**config.mk**
```make
export PLATFORM = sky130hd
export DESIGN_NAME = asp_serial_port
export DESIGN_NICKNAME = d
export VERILOG_FILES = /design/src/design/asp_pkg.sv /design/src/design/asp_pin_sync.sv /design/src/design/asp_trim_mem.sv /design/src/design/asp_serial_port.sv
export VERILOG_INCLUDE_DIRS = /design/src /design/src/design
export SDC_FILE = /design/constraint.sdc
export NUM_CORES = 1
export LEC_CHECK = 0
export ABC_AREA = 1
export BUFFER_PORTS_ARGS = -buffer_cell sky130_fd_sc_hd__buf_2
export CORE_MARGIN = 2
export CORE_UTILIZATION = 40
export DETAILED_ROUTE_END_ITERATION = 7
export PLACE_DENSITY = 0.64
export SKIP_CTS_REPAIR_TIMING = 1
export SKIP_LAST_GASP = 1
export SLEW_MARGIN = 10
export SYNTH_ARGS = -nofsm -noshare
export SYNTH_HDL_FRONTEND = slang
export SYNTH_SLANG_ARGS = --single-unit
```
**constraint.sdc**
```tcl
create_clock -name clk_sys -period 2.5 [get_ports clk_sys]
set_input_delay 0.5 -clock clk_sys [delete_from_list [all_inputs] [get_ports clk_sys]]
set_output_delay 0.5 -clock clk_sys [all_outputs]
set_load 0.01 [all_outputs]
```
**src/design/asp_regs.svh**
```systemverilog
// Bit counts, trim window layout and reset values of the serial port
`ifndef ASP_REGS_SVH
`define ASP_REGS_SVH
`define ASP_HDR_BITS 5'h10
`define ASP_FRAME_BITS 5'h18
`define ASP_CNT_STEP 5'h01
`define ASP_CNT_RESET 5'h00
`define ASP_ADDR_STEP 15'h0001
`define ASP_ADDR_RESET 15'h0000
`define ASP_OP_BIT 15
`define ASP_ADDR_HI 14
`define ASP_DATA_HI 7
`define ASP_WIN_LO 6
`define ASP_IDX_HI 5
`define ASP_TRIM_BASE 9'h008
`define ASP_TRIM_BYTES 64
`define ASP_NUM_CORES 6
`define ASP_NUM_INPUTS 4
`define ASP_BANDGAP_TRIM 6'h00
`define ASP_TERM_TRIM 6'h01
`define ASP_OFFSET_TRIM 6'h08
`define ASP_GAIN_TRIM 6'h18
`define ASP_FS_TRIM 6'h30
`define ASP_TRIM_RESET 8'h00
`define ASP_PIN_IDLE 3'h2
`endif

```
**src/design/asp_pkg.sv**
```systemverilog
// Types shared by the serial register port and its helpers
package asp_pkg;
`include "asp_regs.svh"

typedef enum logic [1:0]
{
    ASP_IDLE = 2'b00,
    ASP_HDR = 2'b01,
    ASP_DATA = 2'b11
} asp_phase_e;

typedef struct packed
{
    logic sclk;
    logic select_n;
    logic data_in;
} asp_pin_in_s;

typedef struct packed
{
    logic serial_data_out;
    logic serial_data_oe_n;
} asp_pin_out_s;

typedef struct packed
{
    logic we;
    logic [5:0] addr;
    logic [7:0] data;
} asp_host_wr_s;

typedef struct packed
{
    logic we;
    logic [2:0] core;
    logic [15:0] value;
} asp_cal_wr_s;

typedef logic [`ASP_TRIM_BYTES-1:0][7:0] asp_trim_bytes_t;

typedef struct packed
{
    logic [7:0] bandgap_trim;
    logic [`ASP_NUM_INPUTS-1:0][7:0] termination_trim;
    logic [`ASP_NUM_CORES-1:0][15:0] core_offset_trim;
    logic [`ASP_NUM_CORES-1:0][15:0] core_gain_trim;
    logic [15:0] full_scale_adjust;
} asp_trim_s;

endpackage

```
**src/design/asp_pin_sync.sv**
```systemverilog
// Three-stage synchroniser with agreement filter for the serial pins
`timescale 1ns/1ns
`include "asp_regs.svh"
module asp_pin_sync
(
    input wire logic clk_sys,
    input wire logic rst_b,
    input asp_pkg::asp_pin_in_s pin_raw,
    output asp_pkg::asp_pin_in_s pin_clean
);
import asp_pkg::*;

typedef struct packed
{
    logic [2:0] s1;
    logic [2:0] s2;
    logic [2:0] s3;
    logic [2:0] clean;
} asp_sync_state_s;

asp_sync_state_s st;
asp_sync_state_s next_st;

always_comb
begin
    next_st = st;
    next_st.s1 = pin_raw;
    next_st.s2 = st.s1;
    next_st.s3 = st.s2;
    // A level counts only once stages two and three agree
    next_st.clean = (st.s2 & st.s3) | (st.clean & (st.s2 | st.s3));
end

always_ff @(posedge clk_sys)
begin
    if (!rst_b)
    begin
        st <= {4{`ASP_PIN_IDLE}};
    end
    else
    begin
        st <= next_st;
    end
end

assign pin_clean = st.clean;

endmodule // asp_pin_sync

```
**src/design/asp_trim_mem.sv**
```systemverilog
// Byte-wide trim register store with registered read port
`timescale 1ns/1ns
`include "asp_regs.svh"
module asp_trim_mem
(
    input wire logic clk_sys,
    input wire logic rst_b,
    input asp_pkg::asp_host_wr_s host_wr,
    input asp_pkg::asp_cal_wr_s cal_wr,
    input wire logic [5:0] rd_addr,
    output logic [7:0] rd_data,
    output asp_pkg::asp_trim_bytes_t trim_bytes
);
import asp_pkg::*;

typedef struct packed
{
    asp_trim_bytes_t mem;
    logic [7:0] rd_data;
} asp_mem_state_s;

asp_mem_state_s st;
asp_mem_state_s next_st;
logic [5:0] cal_idx;

always_comb
begin
    next_st = st;
    cal_idx = 6'(`ASP_OFFSET_TRIM + {2'b00, cal_wr.core, 1'b0});
    next_st.rd_data = st.mem[rd_addr];
    if (host_wr.we)
    begin
        next_st.mem[host_wr.addr] = host_wr.data;
    end
    // Calibration reaches only the offset bytes; gain trims stay put
    if (cal_wr.we && (cal_wr.core < 3'(`ASP_NUM_CORES))) // [RULE17]
    begin
        // Calibration owns the offsets and wins a same-cycle clash
        next_st.mem[cal_idx] = cal_wr.value[7:0]; // [RULE22]
        next_st.mem[cal_idx + 6'h01] = cal_wr.value[15:8]; // [RULE18]
    end
end

always_ff @(posedge clk_sys)
begin
    if (!rst_b)
    begin
        st <= {{`ASP_TRIM_BYTES{`ASP_TRIM_RESET}}, `ASP_TRIM_RESET};
    end
    else
    begin
        st <= next_st;
    end
end

assign rd_data = st.rd_data;
assign trim_bytes = st.mem;

endmodule // asp_trim_mem

```
**src/design/asp_serial_port.sv**
```systemverilog
// Serial register access port with the converter trim register group
// Summary of operation
// (RULE1) Select low frames an access; serial activity while high is ignored.
// (RULE2) Input bits are sampled on rising serial clock edges.
// (RULE3) No timeout: any slow or stalled serial clock works.
// (RULE4) A single access is 24 serial clocks from chip select assertion.
// (RULE5) First bit chooses the operation: one reads, zero writes.
// (RULE6) Next 15 bits are the register address, MSB first.
// (RULE7) A write stores the final eight bits into the addressed register.
// (RULE8) A read ignores the last eight input bits and shifts register out.
// (RULE9) Output is undriven in writes and in read header phases.
// (RULE10) Every field travels most significant bit first.
// (RULE11) Multi-byte registers are little-endian, low byte at low address.
// (RULE12) Further bytes follow in the same direction while select stays low.
// (RULE13) Streaming moves the address by one per byte; increment by default.
// (RULE14) Direction bit selects an upward or downward address step.
// (RULE15) Address hold bit stops the address from advancing.
// (RULE16) Host issues no access while converter calibration runs.
// (RULE17) Calibration never modifies the per-core gain trims.
// (RULE18) Each converter core has its own offset trim value.
// (RULE19) One full-scale setting for all inputs; matching via gain trims.
// (RULE20) Offset and background calibration on: offset registers feed trims.
// (RULE21) Termination trimming valid only when powered and clocked.
// (RULE22) Software leaves offset trims alone while calibration owns them.
// (RULE23) Select release ends the access; a partial write is dropped.
`timescale 1ns/1ns
`include "asp_regs.svh"
module asp_serial_port
(
    input wire logic clk_sys,
    input wire logic rst_b,
    input asp_pkg::asp_pin_in_s pin_in,
    output asp_pkg::asp_pin_out_s pin_out,
    input wire logic addr_step_up,
    input wire logic addr_hold,
    input wire logic fg_offset_cal_enable,
    input wire logic background_cal_enable,
    input asp_pkg::asp_cal_wr_s cal_wr,
    output asp_pkg::asp_trim_s trims,
    output logic offset_trim_from_regs,
    output logic xfer_active,
    output logic write_done,
    output logic write_aborted
);
import asp_pkg::*;

typedef struct packed
{
    asp_phase_e phase;
    logic prev_sclk;
    logic [4:0] cnt;
    logic [15:0] shift_in;
    logic read_op;
    logic [14:0] addr;
    logic rd_hit;
    logic [7:0] out_shift;
    logic drive;
    logic offset_src;
    logic active;
    logic wr_done;
    logic wr_abort;
} asp_state_s;

asp_state_s st;
asp_state_s next_st;
asp_pin_in_s pc;
asp_host_wr_s host_wr;
asp_trim_bytes_t trim_bytes;
logic [7:0] rd_data;
logic [7:0] rd_byte;
logic sclk_rise;
logic sclk_fall;
logic [`ASP_NUM_INPUTS-1:0][7:0] term_w;
logic [`ASP_NUM_CORES-1:0][15:0] offset_w;
logic [`ASP_NUM_CORES-1:0][15:0] gain_w;

asp_pin_sync u_sync
(
    .clk_sys(clk_sys),
    .rst_b(rst_b),
    .pin_raw(pin_in),
    .pin_clean(pc)
);

asp_trim_mem u_mem
(
    .clk_sys(clk_sys),
    .rst_b(rst_b),
    .host_wr(host_wr),
    .cal_wr(cal_wr),
    .rd_addr(st.addr[`ASP_IDX_HI:0]),
    .rd_data(rd_data),
    .trim_bytes(trim_bytes)
);

// Edges come from the filtered level; nothing counts time between them
assign sclk_rise = pc.sclk & ~st.prev_sclk; // [RULE2] [RULE3]
assign sclk_fall = ~pc.sclk & st.prev_sclk;
// Addresses outside the trim window read as zero
assign rd_byte = st.rd_hit ? rd_data : 8'h00;

always_comb
begin
    next_st = st;
    host_wr = '0;
    next_st.prev_sclk = pc.sclk;
    next_st.wr_done = 1'b0;
    next_st.wr_abort = 1'b0;
    next_st.rd_hit = (st.addr[`ASP_ADDR_HI:`ASP_WIN_LO] == `ASP_TRIM_BASE);
    next_st.offset_src = fg_offset_cal_enable
        & background_cal_enable; // [RULE20]
    next_st.active = ~pc.select_n;
    if (pc.select_n) // [RULE1]
    begin
        // Half-received write bytes never reach the store
        next_st.wr_abort = (st.phase != ASP_IDLE) && !st.read_op
            && (st.cnt != `ASP_HDR_BITS); // [RULE23]
        next_st.phase = ASP_IDLE;
        next_st.cnt = `ASP_CNT_RESET; // [RULE23]
        next_st.read_op = 1'b0;
        next_st.drive = 1'b0;
    end
    else
    begin
        if (sclk_rise)
        begin
            next_st.shift_in = {st.shift_in[14:0], pc.data_in}; // [RULE10]
            next_st.cnt = st.cnt + `ASP_CNT_STEP;
            unique case (st.phase)
                ASP_IDLE, ASP_HDR:
                begin
                    next_st.phase = ASP_HDR;
                    if (next_st.cnt == `ASP_HDR_BITS)
                    begin
                        next_st.phase = ASP_DATA;
                        next_st.read_op =
                            next_st.shift_in[`ASP_OP_BIT]; // [RULE5]
                        next_st.addr =
                            next_st.shift_in[`ASP_ADDR_HI:0]; // [RULE6]
                    end
                end
                ASP_DATA:
                begin
                    // Byte boundary at bit 24 and every eight bits after
                    if (next_st.cnt == `ASP_FRAME_BITS) // [RULE4] [RULE12]
                    begin
                        if (!st.read_op)
                        begin
                            host_wr.we = st.rd_hit; // [RULE7]
                            host_wr.addr = st.addr[`ASP_IDX_HI:0];
                            host_wr.data = next_st.shift_in[`ASP_DATA_HI:0];
                            next_st.wr_done = 1'b1;
                        end
                        next_st.cnt = `ASP_HDR_BITS; // [RULE12]
                        if (!addr_hold) // [RULE15]
                        begin
                            if (addr_step_up) // [RULE13] [RULE14]
                            begin
                                next_st.addr = st.addr + `ASP_ADDR_STEP;
                            end
                            else
                            begin
                                next_st.addr = st.addr - `ASP_ADDR_STEP;
                            end
                        end
                    end
                end
            endcase
        end
        // Read data leaves on falling edges so the host samples it rising;
        // input bits of the data phase are shifted but never used
        if (sclk_fall && (st.phase == ASP_DATA) && st.read_op) // [RULE8]
        begin
            if (st.cnt == `ASP_HDR_BITS)
            begin
                next_st.out_shift = rd_byte;
                next_st.drive = 1'b1; // [RULE9]
            end
            else
            begin
                next_st.out_shift = {st.out_shift[6:0], 1'b0}; // [RULE10]
            end
        end
    end
end

always_ff @(posedge clk_sys)
begin
    if (!rst_b)
    begin
        st <= '{phase: ASP_IDLE, prev_sclk: 1'b0, cnt: `ASP_CNT_RESET,
            shift_in: 16'h0000, read_op: 1'b0, addr: `ASP_ADDR_RESET,
            rd_hit: 1'b0, out_shift: 8'h00, drive: 1'b0, offset_src: 1'b0,
            active: 1'b0, wr_done: 1'b0, wr_abort: 1'b0};
    end
    else
    begin
        st <= next_st;
    end
end

// Multi-byte trims are little-endian across consecutive bytes
genvar k;
generate
    for (k = 0; k < `ASP_NUM_CORES; k++)
    begin : g_core
        assign offset_w[k] = {trim_bytes[`ASP_OFFSET_TRIM + 2 * k + 1],
            trim_bytes[`ASP_OFFSET_TRIM + 2 * k]}; // [RULE11] [RULE18]
        assign gain_w[k] = {trim_bytes[`ASP_GAIN_TRIM + 2 * k + 1],
            trim_bytes[`ASP_GAIN_TRIM + 2 * k]}; // [RULE11]
        if (k < `ASP_NUM_INPUTS)
        begin : g_term
            assign term_w[k] = trim_bytes[`ASP_TERM_TRIM + k];
        end
    end
endgenerate

// One full-scale word serves all inputs; per-core gains do the matching
assign trims = '{bandgap_trim: trim_bytes[`ASP_BANDGAP_TRIM],
    termination_trim: term_w,
    core_offset_trim: offset_w,
    core_gain_trim: gain_w,
    full_scale_adjust: {trim_bytes[`ASP_FS_TRIM + 1],
        trim_bytes[`ASP_FS_TRIM]}}; // [RULE19]

assign pin_out.serial_data_out = st.out_shift[7];
assign pin_out.serial_data_oe_n = ~st.drive; // [RULE9]
assign offset_trim_from_regs = st.offset_src;
assign xfer_active = st.active;
assign write_done = st.wr_done;
assign write_aborted = st.wr_abort;

endmodule // asp_serial_port

```
==> impl_results.md <==
- Busiest layer in global routing: met2
- Power per cell area: 554.9 nW/µm²
- Fraction of synthesized cell area taken by the top area cell type: 38.82%
- Ys async rst share: 0%
- Per-cell via count in the routed design: 5.470
- Placer's final routability congestion estimate: 0.9469
- Initial antenna violation count: 0
- H-Tree Level Count: 3
- Final antenna diode count: 0
- Peak clock frequency supported by timing: 374.1 MHz
- Inserted Clock Buffers: 68
- Final-report hold violation count: 0
- Total global routing track utilization: 26.86%
- Cell type contributing the most total cell area after synthesis: sky130_fd_sc_hd__dfxtp_1
- Detailed Route Iter0 Violations: 3,507
- Synthesized Nets: 4,502
- Reg2reg start: st[46]
- Cell types occupying the most area after synthesis: sky130_fd_sc_hd__dfxtp_1, sky130_fd_sc_hd__o21ai_0, sky130_fd_sc_hd__nor2_1, sky130_fd_sc_hd__buf_4, sky130_fd_sc_hd__nand2_1
- Clock transition at path regs: 0.06 ns
- Wire length of the first global-routing pass: 163.7 mm
- Number of detailed-route iterations in the first pass: 6
- Worst clock skew on the final layout: 0.02271 ns
- Overall die height: 278.6 µm
- Launch point of the worst hold path: pin_in[0]
- Ys Warns: 0
- Ys flop type: sky130_fd_sc_hd__dfxtp_1
- Register-to-register setup slack: -0.17 ns
- Endpoint kind of the worst setup timing path: flop
- Clock Tree Root: sky130_fd_sc_hd__clkbuf_16
- Number of sinks driven by the clock tree: 585
- Met1 layer usage reported by global route: 36.43%
- Terminating pin of the worst hold path: u_sync.next_st[6]
- Setup repair after global routing missed its margin: true
- Initial cell density of the core: 40.45%
- Portion of the post-synthesis area used by sequential elements: 38.82%
- Total of max-cap violations: 0
- Mapped Area: 30,170 µm²
- Cell count of the worst hold path: 3
- Crit path kind: reg -> reg
- Area of the core: 74,570 µm²
- Dominant cell by count in the synthesized netlist: sky130_fd_sc_hd__nor2_1
- Vias post-DR: 30.73k
- Netlist cell types: 45
- Met3 Usage GRT: 4.694%
- Min cycle time layout: 2.673 ns
- Net count, final: 4,646
- Data arrival time of the critical path: 3.22 ns
- Max VDD drop: 0.0003863 V
- Most used standard cells in the synthesized netlist: sky130_fd_sc_hd__nor2_1, sky130_fd_sc_hd__o21ai_0, sky130_fd_sc_hd__dfxtp_1
- Chip width: 278.6 µm
- Total overflow reported by the global router: 0
- Top-Level Pins: 283
- Count of endpoints failing setup in the final report: 214
- TritonCTS clock tree: yes
- Overall routed net length: 111.1 mm
- Violated checks: setup timing
- Outcome: complete, but fails checks
- Final critical-path share of the clock period: 106.9%
- Mean area per synthesized cell: 6.770 µm²
- Cell with the biggest individual delay on the critical path: sky130_fd_sc_hd__dfxtp_2
- Detailed-route wire length per cell: 19.78 µm
- Proportion of layout cells with a drive suffix above 1: 21.42%
- Insertion delay of the later-clocked pin in the worst-skew pair: 0.64 ns
- Cell class contributing the biggest share of worst-path delay: simple AND/OR/NAND/NOR gates
- Aggregate negative setup slack: -11.58 ns
- Maximum net fanout on the critical path: 8
- Final Core Density: 49.34%
- Final instance area: 36,790 µm²
- Number of synthesized flops with an enable pin: 0
- Register bit total from synthesis: 585
- Number of global-route vias before repair: 27.12k
- Count of standard-cell rows: 100
- Number of max-slew violations in the final report: 0
- Leakage dissipation: 0.01657 µW
- Total power of the final layout: 20,410 µW
- Standard cell area after detailed placement: 32,750 µm²
- Die outline area: 77,630 µm²
- Met2 capacity usage during global routing: 41.67%
- Max incr delay on CP: 0.36 ns
- DRC errors left: 0
- Req. time, crit path: 3.04 ns
- Max Buffers Root-to-Sink: 3
- Slack of the critical path: -0.1734 ns
- FF-to-FF path depth: 18
- Maximum number of pins on one net before global-route repair: 208
- Slew margin rel.: 38.62%
- Kind of start point of the critical path: flop
- Critical Path, Cell by Cell: ha_4 > inv_2 > nand2_2 > nand2_2 > nor2_4 > nand3_4 > nor2_4 > buf_12 > buf_8 > buf_4 > nand4_1 > nor2_2 > buf_6 > nand2_4 > buf_12 > clkinv_8 > nor2_1 > nor3_2
- Area added between synthesis and finish: 21.97%
- Half-perimeter wire length after placement: 73.81 mm
- Buffer and inverter count on the worst path: 7
- Path category of the worst min-delay check: in -> reg
- Remaining number of nets flagged by the antenna check after routing: 0
- Worst setup slack before clock tree synthesis: -0.2170 ns
- Number of instances in the synthesized netlist: 4,456
- Measured slew at the worst slew-check pin: 0.9206 ns
- Total stage count of the critical path: 18
- IO Port Bufs: 282
## worst max-delay path by stage
| stage | from | to |
|---|---|---|
| 2_1_floorplan | st[46] | flop |
| 5_1_grt | st[47] | flop |
| 3_5_place_dp | st[46] | u_mem.trim_bytes[115] |
| 6_report | st[46] | flop |
| 3_3_place_gp | st[46] | u_mem.trim_bytes[115] |
| 4_1_cts | st[46] | u_mem.trim_bytes[113] |
## layer usage
metal | vias up | part of all wire [%]
met1 | 14240 | 42
met2 | 1509 | 44
met3 | 278 | 8.9
met4 | 0 | 4.6
met5 | - | 0
li1 | 14700 | -
## power by group
group	switching, µW	internal [µW]
Clock	4270	5990
Combinational	465	245
Sequential	61.6	9380
Total	4800	15600
## placed cells by master (no fill, tap or decap), drive strengths merged, types with 3 or more instances in the layout
| cell type | n |
|---|---|
| nor2 | 908 |
| nand4 | 13 |
| xor2 | 5 |
| a311oi | 5 |
| ha | 16 |
| nand3 | 282 |
| clkinvlp | 6 |
| o22ai | 17 |
| clkinv | 17 |
| o21ai | 780 |
| nand2 | 446 |
| a31oi | 5 |
| o221ai | 63 |
| o211ai | 48 |
| nor3 | 60 |
| nand3b | 3 |
| bufinv | 4 |
| dfxtp | 585 |
| or2 | 14 |
| a211oi | 10 |
| inv | 375 |
| buf | 618 |
| clkbuf | 107 |
| a21oi | 247 |
| xnor2 | 4 |
## logic make-up (layout without fill, tap and decap cells)
| logic type | count (synthesis) | in the layout | synth area share [%] |
|---|---|---|---|
| xor+xnor | 9 | 9 | 0.2613 |
| fa+ha+maj | 17 | 17 | 0.7300 |
| compound gates | 1180 | 1180 | 21.04 |
| buf+inv | 934 | 1127 | 14.95 |
| flops | 585 | 585 | 38.82 |
| simple gates | 1731 | 1731 | 24.20 |
## layout make-up
cell class              count  area (µm²)
fillers                  7330       37780
multi-input cells        2937       14850
flip-flops and latches    585       11730
repair buffers            622        5213
clock buffers             103        2004
inverters                 386        1531
well taps                 969        1212
clock inverters            16       261.5
## worst min-delay path, cell delays in order
cell	delay (ns)
sky130_fd_sc_hd__buf_2	0.08
sky130_fd_sc_hd__nand2_1	0.04
sky130_fd_sc_hd__inv_1	0.04
## per-stage QoR
stage / cells / hold slack, ns
after global placement: 5443 / 0.3958
after CTS: 5562 / 0.05247
final: 5618 / 0.07183
after global routing: 5618 / 0.08291
after detailed placement: 5443 / 0.4049
after floorplan: 4456 / 0.3905
(Power assumes the default switching activity.)
